File: src/cida_pkg.sv
// Constants, types and defaults for the configuration index/data access block
//
// Behaviour
// - Three config registers: enable, address, power/test.
// - Reset loads strap-selected defaults into all registers.
// - Index selects register used by data accesses.
// - First index read after reset returns ID.
// - Second index read after reset returns zero.
// - Index bits two to six read zero.
// - Commit only on second consecutive data write.
// - Single reads allowed anytime, never disturb registers.
// - Index read returns last written index value.
// - Data read returns selected register contents.
// - Five straps pick one of thirty-two sets.
// - Codes 0-5: enable 4f/cf, full address list.
// - Codes 6-11: enable 4b/cb, one serial port.
// - Codes 12-15: enable 0f, no drive interface.
// - Codes 16-19 enable 49/c9; 20-23 enable 07.
// - Codes 24-29: enable 47/c7, drive interface.
// - Power/test default 00 except all-ones code.
// - Code 31: nothing enabled, power/test 02, crystal stop.
// - Location strap picks 398h/399h or 26eh/26fh.
`default_nettype none

package cida_pkg;

  // ---------------------------------------------------------------
  // Bus locations
  // ---------------------------------------------------------------
  localparam logic [9:0] CIDA_INDEX_ADDR_LOW = 10'h398;
  localparam logic [9:0] CIDA_DATA_ADDR_LOW = 10'h399;
  localparam logic [9:0] CIDA_INDEX_ADDR_HIGH = 10'h26e;
  localparam logic [9:0] CIDA_DATA_ADDR_HIGH = 10'h26f;

  // ---------------------------------------------------------------
  // Index field layout and selections
  // ---------------------------------------------------------------
  localparam logic [7:0] CIDA_INDEX_RW_MASK = 8'h83;
  localparam logic [7:0] CIDA_INDEX_RESET = 8'h00;
  localparam logic [7:0] CIDA_IDX_ENABLE = 8'h00;
  localparam logic [7:0] CIDA_IDX_ADDRESS = 8'h01;
  localparam logic [7:0] CIDA_IDX_POWER = 8'h02;
  localparam logic [7:0] CIDA_UNMAPPED_READ = 8'h00;
  localparam logic [7:0] CIDA_READ_RESET = 8'h00;
  localparam int CIDA_PWR_XTAL_BIT = 1;

  // ---------------------------------------------------------------
  // Strap default values
  // ---------------------------------------------------------------
  localparam logic [7:0] CIDA_EN_ALL_PRIMARY = 8'h4f;
  localparam logic [7:0] CIDA_EN_ALL_SECONDARY = 8'hcf;
  localparam logic [7:0] CIDA_EN_ONE_PRIMARY = 8'h4b;
  localparam logic [7:0] CIDA_EN_ONE_SECONDARY = 8'hcb;
  localparam logic [7:0] CIDA_EN_NO_DRIVE = 8'h0f;
  localparam logic [7:0] CIDA_EN_DISK_PRIMARY = 8'h49;
  localparam logic [7:0] CIDA_EN_DISK_SECONDARY = 8'hc9;
  localparam logic [7:0] CIDA_EN_SERIAL = 8'h07;
  localparam logic [7:0] CIDA_EN_DRV_PRIMARY = 8'h47;
  localparam logic [7:0] CIDA_EN_DRV_SECONDARY = 8'hc7;
  localparam logic [7:0] CIDA_EN_DISK_ONLY = 8'h08;
  localparam logic [7:0] CIDA_EN_NONE = 8'h00;
  localparam logic [7:0] CIDA_PWR_CLOCKS = 8'h00;
  localparam logic [7:0] CIDA_PWR_XTAL = 8'h02;
  localparam logic [7:0] CIDA_ADR_DISK_ONLY = 8'h10;
  localparam logic [7:0] CIDA_ADR_NONE = 8'h10;
  // Address lists per group, in strap code order
  localparam logic [47:0] CIDA_ADR_FULL = 48'h10_11_11_39_24_38;
  localparam logic [47:0] CIDA_ADR_ONE = 48'h00_01_01_09_08_08;
  localparam logic [31:0] CIDA_ADR_NODRV = 32'h10_11_39_24;
  localparam logic [31:0] CIDA_ADR_DISK = 32'h00_01_01_00;
  localparam logic [31:0] CIDA_ADR_SER = 32'h10_11_39_24;
  localparam logic [47:0] CIDA_ADR_DRV = 48'h10_11_11_39_24_38;

  // ---------------------------------------------------------------
  // Types
  // ---------------------------------------------------------------
  typedef struct packed {
    logic [9:0] addr;
    logic aen;
    logic ior_n;
    logic iow_n;
    logic [7:0] wdata;
  } cida_isa_req_t;

  typedef struct packed {
    logic [7:0] function_enable_reg;
    logic [7:0] function_address_reg;
    logic [7:0] power_test_reg;
  } cida_cfg_regs_t;

endpackage : cida_pkg

`default_nettype wire

File: src/cida_strap_defaults.sv
// Strap code to default configuration register set
`timescale 1ns/1ps
`default_nettype none

module cida_strap_defaults (
  // Strap code
  input wire logic [4:0] default_select_straps,
  // Default register set
  output var cida_pkg::cida_cfg_regs_t defaults
);
  import cida_pkg::*;

  function automatic logic [7:0] pick6(input logic [47:0] tbl, input logic [2:0] n);
    pick6 = tbl[8'(47 - 8 * n) -: 8];
  endfunction

  function automatic logic [7:0] pick4(input logic [31:0] tbl, input logic [1:0] n);
    pick4 = tbl[8'(31 - 8 * n) -: 8];
  endfunction

  always_comb begin
    defaults.power_test_reg = CIDA_PWR_CLOCKS;
    defaults.function_enable_reg = CIDA_EN_NONE;
    defaults.function_address_reg = CIDA_ADR_NONE;
    unique case (default_select_straps)
      5'h00, 5'h01, 5'h02, 5'h03, 5'h04, 5'h05: begin
        defaults.function_address_reg = pick6(CIDA_ADR_FULL, default_select_straps[2:0]);
        defaults.function_enable_reg = (default_select_straps == 5'h02 || default_select_straps == 5'h05) ?
          CIDA_EN_ALL_SECONDARY : CIDA_EN_ALL_PRIMARY;
      end
      5'h06, 5'h07, 5'h08, 5'h09, 5'h0a, 5'h0b: begin
        defaults.function_address_reg = pick6(CIDA_ADR_ONE, 3'(default_select_straps - 5'h06));
        defaults.function_enable_reg = (default_select_straps == 5'h08 || default_select_straps == 5'h0b) ?
          CIDA_EN_ONE_SECONDARY : CIDA_EN_ONE_PRIMARY;
      end
      5'h0c, 5'h0d, 5'h0e, 5'h0f: begin
        defaults.function_address_reg = pick4(CIDA_ADR_NODRV, default_select_straps[1:0]);
        defaults.function_enable_reg = CIDA_EN_NO_DRIVE;
      end
      5'h10, 5'h11, 5'h12, 5'h13: begin
        defaults.function_address_reg = pick4(CIDA_ADR_DISK, default_select_straps[1:0]);
        defaults.function_enable_reg = default_select_straps[1] ?
          CIDA_EN_DISK_SECONDARY : CIDA_EN_DISK_PRIMARY;
      end
      5'h14, 5'h15, 5'h16, 5'h17: begin
        defaults.function_address_reg = pick4(CIDA_ADR_SER, default_select_straps[1:0]);
        defaults.function_enable_reg = CIDA_EN_SERIAL;
      end
      5'h18, 5'h19, 5'h1a, 5'h1b, 5'h1c, 5'h1d: begin
        defaults.function_address_reg = pick6(CIDA_ADR_DRV, 3'(default_select_straps - 5'h18));
        defaults.function_enable_reg = (default_select_straps == 5'h1a || default_select_straps == 5'h1d) ?
          CIDA_EN_DRV_SECONDARY : CIDA_EN_DRV_PRIMARY;
      end
      5'h1e: begin
        defaults.function_enable_reg = CIDA_EN_DISK_ONLY;
        defaults.function_address_reg = CIDA_ADR_DISK_ONLY;
      end
      5'h1f: begin
        defaults.function_enable_reg = CIDA_EN_NONE;
        defaults.function_address_reg = CIDA_ADR_NONE;
        defaults.power_test_reg = CIDA_PWR_XTAL;
      end
    endcase
  end

endmodule // cida_strap_defaults

`default_nettype wire

File: src/cida_config_access.sv
// Configuration register bank reached through an index/data pair on the I/O bus
`timescale 1ns/1ps
`default_nettype none

module cida_config_access #(
  // Arbitrary identification value returned by the first index read
  parameter logic [7:0] ID_BYTE = 8'h5a
) (
  // Clock and reset
  input wire logic clk,
  input wire logic reset,
  // Straps and power control
  input wire logic [4:0] default_select_straps,
  input wire logic index_location_strap,
  input wire logic power_down_input_n,
  // I/O bus request
  input wire cida_pkg::cida_isa_req_t bus,
  // I/O bus read data, two-way data pins
  output logic [7:0] data_out,
  output logic data_oe_n,
  // Configuration outputs
  output var cida_pkg::cida_cfg_regs_t cfg,
  output logic clock_stop,
  output logic xtal_stop
);
  import cida_pkg::*;

  // ---------------------------------------------------------------
  // State
  // ---------------------------------------------------------------
  typedef struct packed {
    cida_cfg_regs_t regs;
    logic [7:0] index;
    logic id_pending;
    logic write_armed;
    logic location_high;
    logic ior_n_prev;
    logic iow_n_prev;
    logic [7:0] rdata;
    logic driving;
  } cida_state_t;

  cida_state_t st_q;
  cida_state_t st_d;
  cida_cfg_regs_t strap_defaults;

  // ---------------------------------------------------------------
  // Helpers
  // ---------------------------------------------------------------
  function automatic logic addr_hit(input cida_isa_req_t req, input logic [9:0] loc);
    addr_hit = !req.aen && (req.addr == loc);
  endfunction

  function automatic logic [7:0] cfg_read(input cida_cfg_regs_t regs, input logic [7:0] idx);
    unique case (idx)
      CIDA_IDX_ENABLE: cfg_read = regs.function_enable_reg;
      CIDA_IDX_ADDRESS: cfg_read = regs.function_address_reg;
      CIDA_IDX_POWER: cfg_read = regs.power_test_reg;
      default: cfg_read = CIDA_UNMAPPED_READ;
    endcase
  endfunction

  cida_strap_defaults u_defaults (
    .default_select_straps(default_select_straps),
    .defaults(strap_defaults)
  );

  // ---------------------------------------------------------------
  // Address decode and strobe edges
  // ---------------------------------------------------------------
  logic [9:0] index_loc;
  logic [9:0] data_loc;
  logic hit_index;
  logic hit_data;
  logic rd_start;
  logic wr_start;

  always_comb begin
    index_loc = st_q.location_high ? CIDA_INDEX_ADDR_HIGH : CIDA_INDEX_ADDR_LOW;
    data_loc = st_q.location_high ? CIDA_DATA_ADDR_HIGH : CIDA_DATA_ADDR_LOW;
    hit_index = addr_hit(bus, index_loc);
    hit_data = addr_hit(bus, data_loc);
    // Act once per strobe, on its leading edge; a long strobe is one access
    rd_start = !bus.ior_n && st_q.ior_n_prev && (hit_index || hit_data);
    // Both strobes at once is a bus fault; the read wins and the write is dropped
    wr_start = !bus.iow_n && st_q.iow_n_prev && bus.ior_n && (hit_index || hit_data);
  end

  // ---------------------------------------------------------------
  // Next state
  // ---------------------------------------------------------------
  always_comb begin
    st_d = st_q;
    st_d.ior_n_prev = bus.ior_n;
    st_d.iow_n_prev = bus.iow_n;
    if (bus.ior_n) begin
      st_d.driving = 1'b0;
    end
    if (reset) begin
      st_d.regs = strap_defaults;
      st_d.index = CIDA_INDEX_RESET;
      st_d.id_pending = 1'b1;
      st_d.write_armed = 1'b0;
      st_d.location_high = index_location_strap;
      st_d.ior_n_prev = 1'b1;
      st_d.iow_n_prev = 1'b1;
      st_d.rdata = CIDA_READ_RESET;
      st_d.driving = 1'b0;
    end else if (rd_start) begin
      st_d.driving = 1'b1;
      // A read never touches the bank, but it does break a write pair
      st_d.write_armed = 1'b0;
      if (hit_index) begin
        if (st_q.id_pending) begin
          st_d.rdata = ID_BYTE;
          st_d.id_pending = 1'b0;
        end else begin
          st_d.rdata = st_q.index & CIDA_INDEX_RW_MASK;
        end
      end else begin
        st_d.rdata = cfg_read(st_q.regs, st_q.index);
      end
    end else if (wr_start) begin
      if (hit_index) begin
        st_d.index = bus.wdata & CIDA_INDEX_RW_MASK;
        st_d.write_armed = 1'b0;
      end else if (!st_q.write_armed) begin
        // First of a pair only arms; nothing is stored yet
        st_d.write_armed = 1'b1;
      end else begin
        // Second consecutive write commits; the pair is then spent
        st_d.write_armed = 1'b0;
        unique case (st_q.index)
          CIDA_IDX_ENABLE: st_d.regs.function_enable_reg = bus.wdata;
          CIDA_IDX_ADDRESS: st_d.regs.function_address_reg = bus.wdata;
          CIDA_IDX_POWER: st_d.regs.power_test_reg = bus.wdata;
          default: st_d.regs = st_q.regs;
        endcase
      end
    end
  end

  always_ff @(posedge clk) begin
    st_q <= st_d;
  end

  // ---------------------------------------------------------------
  // Outputs
  // ---------------------------------------------------------------
  always_comb begin
    data_out = st_q.rdata;
    // Released as soon as the read strobe goes away, so no bus fight follows
    data_oe_n = !(st_q.driving && !bus.ior_n);
    cfg = st_q.regs;
    clock_stop = !power_down_input_n;
    xtal_stop = !power_down_input_n && st_q.regs.power_test_reg[CIDA_PWR_XTAL_BIT];
  end

endmodule // cida_config_access

`default_nettype wire

File: config.mk
export PLATFORM = sky130hd
export DESIGN_NAME = cida_config_access
export DESIGN_NICKNAME = d
export VERILOG_FILES = /design/src/cida_pkg.sv /design/src/cida_strap_defaults.sv /design/src/cida_config_access.sv
export SDC_FILE = /design/constraint.sdc
export NUM_CORES = 1
export LEC_CHECK = 0
export BUFFER_PORTS_ARGS = -buffer_cell sky130_fd_sc_hd__buf_2
export CORE_MARGIN = 1
export CORE_UTILIZATION = 40
export DETAILED_ROUTE_END_ITERATION = 6
export PLACE_DENSITY_LB_ADDON = 0.15
export SLEW_MARGIN = 10
export SYNTH_ARGS = -nofsm -noshare
export SYNTH_HDL_FRONTEND = slang
export SYNTH_HIERARCHICAL = 1
export SYNTH_SLANG_ARGS = --single-unit
File: constraint.sdc
create_clock -name clk -period 8.65 [get_ports clk]
set_clock_uncertainty 0.2 [all_clocks]
set_input_delay 0 -clock clk [delete_from_list [all_inputs] [get_ports clk]]
set_output_delay 0 -clock clk [all_outputs]
set_load 0.02 [all_outputs]
==> impl_results.md, run 1 <==
* Outcome: finished clean
* Largest net degree at the start of global routing at 44
* Setup crit end kind: flop
* Wirelength per Cell at 15.2 um
* Max-cap violation count at 0
* Initial DRT Pass Iterations at 4
* Final Hold Viols at 0
* Crit start category: flop
* Sequential area share after synthesis at 35.9%
* Synth top cells by count: buf_4, edfxtp_1, o21ai_0
* Pwr dens at 137 nW/um^2
* Number of buffers added for setup after CTS at 0
* Async SR Flop Fraction at 0%
* Hpwl dp at 5060 um
* Clk buf depth at 2
* Share of layout cells above drive strength 1 at 27.2%
* Vias in the first global route at 2,200
* Starting density of the core at 41.3%
* Critical setup path kind: flop to flop
* Core area at 7210 sq um
* Post-synth EDFFs at 25
* Synth top area cells: edfxtp_1, buf_4, dfxtp_1, o21ai_0, a22o_2
* Internal Power at 0.322 mW
* Post-Syn Area at 2980 sq um
* Area Overhead vs Synth at 10.2%
* H-tree levels at 2
* CTS tree: yes
* DR vias at 2,375
* Width of the die at 88.4 um
* CP max FO at 12
* Final setup violation count at 0
* All-Layer GR Usage at 18.6%
* Total Power at 0.450 mW
* Die H at 88.4 um
* Flops & latches, synth at 41
* First-pass GRT wire length at 11,000 um
* Layout Nets at 392
* Setup TNS at 0 ns
* Clock Latency Late Sink at 0.29 ns
* Root buffer cell: clkbuf_8
* Grt ovf at 0
* Min Tclk post-route at 3.04 ns
* Initial antenna violation count at 0
* Sw power at 0.129 mW
* Ys flop type: edfxtp_1
* Sink Count at 41
* PortBufs at 64
* Crit path required time at 8.57 ns
* Slew HR at 33.0%
* Switching Share at 28.6%
* Worst-margin pin slew at 0.976 ns
* Clock transition at the registers of the reported paths at 0.08 ns
* Via density at 5.22
* Worst vdd ir at 52.0 uV
* Clock power frac at 28.9%
* Comb pwr share at 21.2%
* Leak at 1.38 nW
* Site row count at 31
* Fmax at 329 MHz
* ANT cells at 0
* Filler cell count at 742
* Mapped Cells at 321
* Detailed-route DRC error count at 0
* Die area at 7810 sq um
* Antenna Nets Post-Route at 0
* RSZ-0062 raised after global routing: no
* Max-slew violation count at 0
* # IOs at 65
* Crit path arrival time at 2.96 ns
* Yosys top cell area share at 25.2%
* Drt total wl at 6930 um
* Crit share post-route at 35.1%
* Initial DRC count at 150
* CTS Buf Count at 5
* Routability cong. at 0.844
* Synth area leader: edfxtp_1
* Yosys warnings at 6
* Unique masters post-synth at 67
* Worst Hold Class: input pin to flop
* Syn Area/Cell at 9.29 sq um
* Count leader, synth: buf_4
* Seq pwr share at 49.9%
## path summary, 6_finish.rpt
check | from | slack (ns) | cells past startpoint | end
worst max-delay path | st_q[11] | 5.61 | 4 | cfg[10]
worst min-delay path | bus[10] | 0.04 | 5 | st_q[21]
worst max register to register | st_q[11] | 5.61 | 4 | cfg[10]
worst min register to register | data_out[2] | 0.28 | 2 | data_out[2]
## layer usage
metal / up-vias / part of all wire, % / global-route usage (%)
met5: - / 0 / 0
met4: 0 / 1.2 / 6.30
met3: 7 / 3.0 / 2.99
met2: 49 / 50 / 30.6
met1: 1121 / 46 / 24.8
li1: 1198 / - / -
## worst max-delay path: stages (launching register included)
cell and delay (ns):
edfxtp_1 0.43, or4b_1 0.56, mux2i_1 0.78, o2111ai_1 0.57, o21ai_0 0.32
## final cells by class
cell class | count | area (sq um) | share of cell area [%]
tap | 99 | 124 | 3.77
timing repair buffer | 78 | 458 | 13.9
clock inverter | 1 | 7.51 | 0.228
multi-input combinational | 215 | 1490 | 45.3
inverter | 14 | 52.6 | 1.60
clock buffer | 7 | 86.3 | 2.63
sequential | 41 | 1070 | 32.6
## cell usage in the layout, fill, tap and decap left out, types with 3 or more instances in the layout
cell type       n
nand3_1         6
nor3_1          6
ha_1            7
buf_2          64
inv_1          13
o211a_1         4
o211ai_1        5
a22o_1          6
a211oi_1        4
a21oi_1        14
clkbuf_8        6
mux2i_1        10
nor2_1         17
and2_1          6
edfxtp_1       25
a22o_2         10
conb_1         12
o21ai_0        22
nor2b_1         6
nand2_1        18
dfxtp_1        16
a31oi_1         3
o31ai_1         4
o2bb2ai_1       4
and3b_1         3
dlygate4sd3_1  13
## flip-flops by register name, indices dropped and copies added (netlist names)
name      count
cfg          24
st_q          9
data_out      8
## power by group through the flow
stage,logic [mW],clock network (mW),registers (mW)
2_1_floorplan,0.0772,0,0.227
3_3_place_gp,0.0907,0,0.229
3_5_place_dp,0.0908,0,0.229
4_1_cts,0.0955,0.134,0.225
5_1_grt,0.105,0.141,0.226
6_report,0.0956,0.130,0.225
## metrics by stage
stage                     setup WS, ns  instances  cell area [sq um]  hold slack [ns]  utilization [%]
after floorplan                   5.87        332               3020           -0.123                -
after global placement            5.72        434               3060          -0.0172             42.5
after detailed placement          5.65        434               3060          -0.0162             42.5
after CTS                         5.62        455               3290           0.0245             45.6
after global routing              5.33        455               3290           0.0885             45.6
final                             5.61        455               3290           0.0382             45.6
## timing repair
item                                    in CTS  in global routing
gates resized for setup                      0                  0
endpoints found under the setup margin       0                  0
endpoints found under the hold margin       33                  0
hold buffers                                13                  0
## kinds of logic (layout without fill, tap and decap cells)
| family | after synthesis | in the layout | share of synthesized area, % |
|---|---|---|---|
| adder cells (fa/ha/maj) | 8 | 8 | 3.27 |
| AND/OR/NAND/NOR | 86 | 86 | 17.1 |
| buffers and inverters | 76 | 100 | 15.6 |
| AO/OA/AOI/OAI | 95 | 95 | 23.2 |
| flip-flops | 41 | 41 | 35.9 |
| multiplexers | 12 | 12 | 4.24 |
| other | 1 | 12 | 0.126 |
| XOR/XNOR | 2 | 2 | 0.587 |
(Power assumes the default switching activity.)
==> run 2, diff against run 1 <==
--- a/config.mk
+++ b/config.mk
@@ -5,6 +5,7 @@
 export SDC_FILE = /design/constraint.sdc
 export NUM_CORES = 1
 export LEC_CHECK = 0
+export ABC_AREA = 1
 export BUFFER_PORTS_ARGS = -buffer_cell sky130_fd_sc_hd__buf_2
 export CORE_MARGIN = 1
 export CORE_UTILIZATION = 40
==> constraint.sdc (replaced) <==
create_clock -name clk -period 2.65 [get_ports clk]
set_clock_uncertainty 0.2 [all_clocks]
set_input_delay 0 -clock clk [delete_from_list [all_inputs] [get_ports clk]]
set_output_delay 0 -clock clk [all_outputs]
set_load 0.02 [all_outputs]
==> impl_results.md, run 2 <==
* Worst-margin pin slew at 0.984 ns (was 0.976 ns)
* Die H at 93.9 um (was 88.4 um)
* H-tree levels at 2 (unchanged)
* Mapped Cells at 467 (was 321)
* Compound-Gate Fraction of Synth Area at 5.30% (was 23.2%)
* Ys flop type: edfxtp_1 (unchanged)
* CTS Buf Count at 5 (unchanged)
* ANT cells at 0 (unchanged)
* CP max FO at 11 (was 12)
* Initial antenna violation count at 0 (unchanged)
* Commonest non-fill, non-tap cells in the layout: nand2_1, buf_2, inv_1, nor2_1, nand3_1 (was buf_2, edfxtp_1, o21ai_0, nand2_1, nor2_1)
* Critical setup path kind: flop to flop (unchanged)
* Area Overhead vs Synth at 11.4% (was 10.2%)
* Setup TNS at 0 ns (unchanged)
* Clock transition at the registers of the reported paths at 0.09 ns (was 0.08 ns)
* Share of layout cells above drive strength 1 at 24.6% (was 27.2%)
* Routability cong. at 0.884 (was 0.844)
* Via density at 4.71 (was 5.22)
* Crit path required time at 2.62 ns (was 8.57 ns)
* Yosys top cell area share at 22.2% (was 25.2%)
* Largest family of logic cells by synthesized area: simple AND/OR/NAND/NOR gates (was compound AO/OA/AOI/OAI gates)
* Crit path arrival time at 2.41 ns (was 2.96 ns)
* First-pass GRT wire length at 13,300 um (was 11,000 um)
* Flops & latches, synth at 41 (unchanged)
* Antenna Nets Post-Route at 0 (unchanged)
* Starting density of the core at 41.3% (about the same)
* Die area at 8820 sq um (was 7810 sq um)
* Number of buffers added for setup after CTS at 0 (unchanged)
* Final setup violation count at 0 (unchanged)
* Yosys warnings at 6 (unchanged)
* Vias in the first global route at 2,728 (was 2,200)
* Max-cap violation count at 0 (unchanged)
* Site row count at 33 (was 31)
* Syn Area/Cell at 7.23 sq um (was 9.29 sq um)
* Layout Nets at 552 (was 392)
* DR vias at 2,922 (was 2,375)
* Synth top cells by count: nand2_1, inv_1, buf_4 (was buf_4, edfxtp_1, o21ai_0)
* Post-Synth XOR/XNOR Area at 0% (was 0.587%)
* Leak at 1.89 nW (was 1.38 nW)
* Post-Synth Simple-Gate Area at 42.7% (was 17.1%)
* Sequential area share after synthesis at 31.7% (was 35.9%)
* Clk buf depth at 2 (unchanged)
* Width of the die at 93.9 um (was 88.4 um)
* Count leader, synth: nand2_1 (was buf_4)
* Setup WS post-layout at 0.204 ns (was 5.61 ns)
* Pre-CTS setup slack at 0.156 ns (was 5.65 ns)
* Wirelength per Cell at 12.6 um (was 15.2 um)
* Cts hold-fix bufs at 13 (unchanged)
* Final Hold Viols at 0 (unchanged)
* Clock Latency Late Sink at 0.30 ns (was 0.29 ns)
* Worst vdd ir at 184 uV (was 52.0 uV)
* Initial DRT Pass Iterations at 4 (unchanged)
* Pwr dens at 412 nW/um^2 (was 137 nW/um^2)
* Finished Cell Area at 3760 sq um (was 3290 sq um)
* Setup crit end kind: flop (unchanged)
* # IOs at 65 (unchanged)
* Max-slew violation count at 0 (unchanged)
* Worst Hold Class: input pin to flop (unchanged)
* Hpwl dp at 6240 um (was 5060 um)
* Post-synth EDFFs at 25 (unchanged)
* Fmax at 409 MHz (was 329 MHz)
* Crit start category: flop (unchanged)
* Initial DRC count at 114 (was 150)
* All-Layer GR Usage at 19.3% (was 18.6%)
* Largest net degree at the start of global routing at 26 (was 44)
* DP Area at 3520 sq um (was 3060 sq um)
* Grt ovf at 0 (unchanged)
* Mux cell area share after synthesis at 0% (was 4.24%)
* Synth area leader: edfxtp_1 (unchanged)
* Unique masters post-synth at 30 (was 67)
* CTS tree: yes (unchanged)
* Sink Count at 41 (unchanged)
* Most common cell after layout, fill and taps aside: nand2_1 (was buf_2)
* Core area at 8180 sq um (was 7210 sq um)
* Min Tclk post-route at 2.45 ns (was 3.04 ns)
* Post-CTS sizing at 0 (unchanged)
* Max reg flops at 24 (unchanged)
* PortBufs at 64 (unchanged)
* Post-Synth Adder-Cell Area at 2.59% (was 3.27%)
* RSZ-0062 raised after global routing: no (unchanged)
* Slew HR at 34.3% (was 33.0%)
* Detailed-route DRC error count at 0 (unchanged)
* Synth top area cells: edfxtp_1, nand2_1, buf_4, dfxtp_1, nand3_4 (was edfxtp_1, buf_4, dfxtp_1, o21ai_0, a22o_2)
* Drt total wl at 7850 um (was 6930 um)
* Root buffer cell: clkbuf_8 (unchanged)
* Hold Slack at 0.0314 ns (was 0.0382 ns)
* Outcome: finished clean (unchanged)
* Crit share post-route at 92.3% (was 35.1%)
* Async SR Flop Fraction at 0% (unchanged)
* Post-Syn Area at 3380 sq um (was 2980 sq um)
run 2: path summary, 6_finish.rpt:
check               from           to  slack [ns]  cells after the start
min              bus[16]  data_out[7]        0.03                      8
min reg2reg  data_out[5]  data_out[5]        0.26                      2
max reg2reg     st_q[11]      cfg[16]        0.20                      9
max             st_q[11]      cfg[16]        0.20                      9
run 2: kinds of logic (layout without fill, tap and decap cells):
kind of cell / after synthesis / in the layout
simple gates: 279 / 279
fa+ha+maj: 7 / 7
buf+inv: 106 / 144
other cells: 1 / 12
compound gates: 33 / 33
flops: 41 / 41
run 2: worst max-delay path: stages, from the launching register on:
cell      delay (ns)
edfxtp_1        0.48
inv_2           0.14
nand2_1         0.09
nand3_2         0.10
inv_1           0.09
nand3_4         0.13
nor2_8          0.06
nor2_2          0.75
nand3_2         0.16
nand2_1         0.11
run 2: metrics by stage:
step                      power, mW  cells  utilization [%]
after global routing           1.64    621             46.0
after floorplan               0.973    478                -
after detailed placement       1.04    600             43.1
after global placement         1.04    600             43.1
final                          1.55    621             46.0
after CTS                      1.57    621             46.0
run 2: where the power goes:
group	leakage [nW]	total [mW]	internal (mW)	switching [mW]
registers	0.372	0.713	0.701	0.0124
logic	1.46	0.324	0.114	0.210
clock network	0.0585	0.516	0.282	0.233
total	1.89	1.55	1.10	0.455
run 2: area by class of cell:
type	count	area (sq um)
repair buffers	83	495
flip-flops and latches	41	1070
inverters	53	199
fillers	871	4410
multi-input cells	331	1750
clock inverters	3	43.8
clock buffers	5	68.8
well taps	105	131
run 2: metal layers:
metal	track usage, %	part of all wire [%]	up-vias
li1	-	-	1541
met1	22.7	43	1318
met2	37.0	53	59
met3	2.10	3.0	4
met4	4.74	0.52	0
met5	0	0	-
==> run 3, diff against run 2 <==
--- a/config.mk
+++ b/config.mk
@@ -8,7 +8,7 @@
 export ABC_AREA = 1
 export BUFFER_PORTS_ARGS = -buffer_cell sky130_fd_sc_hd__buf_2
 export CORE_MARGIN = 1
-export CORE_UTILIZATION = 40
+export CORE_UTILIZATION = 31
 export DETAILED_ROUTE_END_ITERATION = 6
 export PLACE_DENSITY_LB_ADDON = 0.15
 export SLEW_MARGIN = 10
==> impl_results.md, run 3 (synthesis results as in run 2) <==
* Setup TNS at 0 ns (unchanged)
* Outcome: finished clean (unchanged)
* Final Hold Viols at 0 (unchanged)
* Fmax at 419 MHz (was 409 MHz)
* Starting density of the core at 32.3% (was 41.3%)
* Register Area at 1070 sq um (unchanged)
* # IOs at 65 (unchanged)
* Filler cell count at 1,153 (was 871)
* Routability cong. at 0.819 (was 0.884)
* Area Overhead vs Synth at 12.7% (was 11.4%)
* RSZ-0062 raised after global routing: no (unchanged)
* Antenna Nets Post-Route at 0 (unchanged)
* First-pass GRT wire length at 14,100 um (was 13,300 um)
* Wirelength per Cell at 13.2 um (was 12.6 um)
* Min Tclk post-route at 2.39 ns (was 2.45 ns)
* Detailed-route DRC error count at 0 (unchanged)
* Hpwl dp at 6760 um (was 6240 um)
* Worst Hold Launch: bus[14] (was bus[16])
* Setup WS post-layout at 0.263 ns (was 0.204 ns)
* CTS tree: yes (unchanged)
* CP max FO at 8 (was 11)
* Clock transition at the registers of the reported paths at 0.09 ns (about the same)
* All-Layer GR Usage at 16.1% (was 19.3%)
* Final setup violation count at 0 (unchanged)
* Critical setup path kind: flop to flop (unchanged)
* Worst Hold Class: input pin to flop (unchanged)
* Initial DRT Pass Iterations at 5 (was 4)
* Core area at 10,500 sq um (was 8180 sq um)
* DR vias at 2,901 (was 2,922)
* Max-cap violation count at 0 (unchanged)
* Max reg flops at 24 (unchanged)
* Initial DRC count at 102 (was 114)
* Clk buf depth at 2 (unchanged)
* Drt total wl at 8660 um (was 7850 um)
* ANT cells at 0 (unchanged)
* Start point of the critical path: st_q[11] (unchanged)
* Layout Nets at 555 (was 552)
* Setup crit end kind: flop (unchanged)
* Max-slew violation count at 0 (unchanged)
* Grt ovf at 0 (unchanged)
* Clock Latency Late Sink at 0.30 ns (about the same)
* Crit path required time at 2.47 ns (was 2.62 ns)
* PortBufs at 64 (unchanged)
* Commonest non-fill, non-tap cells in the layout: nand2_1, buf_2, inv_1, nor2_1, nand3_1 (unchanged)
* Leak at 1.89 nW (about the same)
* Share of layout cells above drive strength 1 at 24.9% (was 24.6%)
* H-tree levels at 2 (unchanged)
* Number of buffers added for setup after CTS at 0 (unchanged)
* Vias in the first global route at 2,883 (was 2,728)
* Initial antenna violation count at 0 (unchanged)
* Crit start category: flop (unchanged)
* CTS Buf Count at 5 (unchanged)
* Placed cell count at 632 (was 600)
* Most common cell after layout, fill and taps aside: nand2_1 (unchanged)
* Root buffer cell: clkbuf_8 (unchanged)
* Finished Cell Area at 3810 sq um (was 3760 sq um)
* Multi-input logic area at 1760 sq um (was 1750 sq um)
* Total Power at 1.46 mW (was 1.55 mW)
* Sink Count at 41 (unchanged)
* Finished Layout Cells at 655 (was 621)
* Reg-to-Reg Start: st_q[11] (unchanged)
* Pwr dens at 385 nW/um^2 (was 412 nW/um^2)
* Pre-CTS setup slack at 0.196 ns (was 0.156 ns)
* Via density at 4.43 (was 4.71)
* Largest net degree at the start of global routing at 31 (was 26)
* Crit share post-route at 90.1% (was 92.3%)
* DP Area at 3570 sq um (was 3520 sq um)
* Site row count at 37 (was 33)
* Width of the die at 106 um (was 93.9 um)
* Die area at 11,300 sq um (was 8820 sq um)
* Crit path arrival time at 2.21 ns (was 2.41 ns)
* Die H at 106 um (was 93.9 um)
* Worst vdd ir at 192 uV (was 184 uV)
[run 3: timing repair]
action,4_1_cts,5_1_grt
hold endpoints to repair,35,0
hold buffers,15,0
endpoints found under the setup margin,0,8
resized for setup,0,1
[run 3: path summary, 6_finish.rpt]
check                endpoint  slack [ns]  cells after the start
setup / recovery      cfg[15]        0.26                     11
setup reg to reg      cfg[15]        0.26                     11
hold / removal    data_out[1]        0.04                      7
hold reg to reg      st_q[13]        0.26                      2
[run 3: where the power goes]
part	internal (mW)	switching, mW	leakage [nW]
combinational	0.116	0.215	1.47
clock	0.182	0.237	0.0439
sequential	0.701	0.0129	0.372
total	0.999	0.465	1.89
[run 3: worst max-delay path, cell delays in order (launching register included)]
cell      delay, ns
edfxtp_1       0.49
inv_2          0.15
nand2_1        0.09
nand3_2        0.10
inv_1          0.08
nand3_4        0.13
nor2_8         0.06
nand2_1        0.09
buf_4          0.14
nand3_1        0.07
nor2_1         0.28
buf_4          0.22
[run 3: through the flow]
| stage | hold WS, ns | util (%) |
|---|---|---|
| final | 0.0384 | 36.4 |
| after global routing | 0.0712 | 36.4 |
| after floorplan | -0.123 | - |
| after global placement | -0.0104 | 34.1 |
| after CTS | 0.0357 | 36.4 |
| after detailed placement | -0.00280 | 34.1 |
[run 3: metal layers]
metal	GRT usage, %	vias to the layer above	part of all wire, %
met3	2.45	10	4.1
met4	4.66	0	1.3
met1	20.2	1284	45
met5	0	-	0
li1	-	1546	-
met2	28.2	61	49
[run 3: cell type report]
class | count | share of cell area, %
Clock buffer | 5 | 1.81
Timing Repair Buffer | 86 | 13.7
Tap cell | 136 | 4.47
Inverter | 53 | 5.23
Sequential cell | 41 | 28.1
Multi-Input combinational cell | 331 | 46.2
Clock inverter | 3 | 0.460
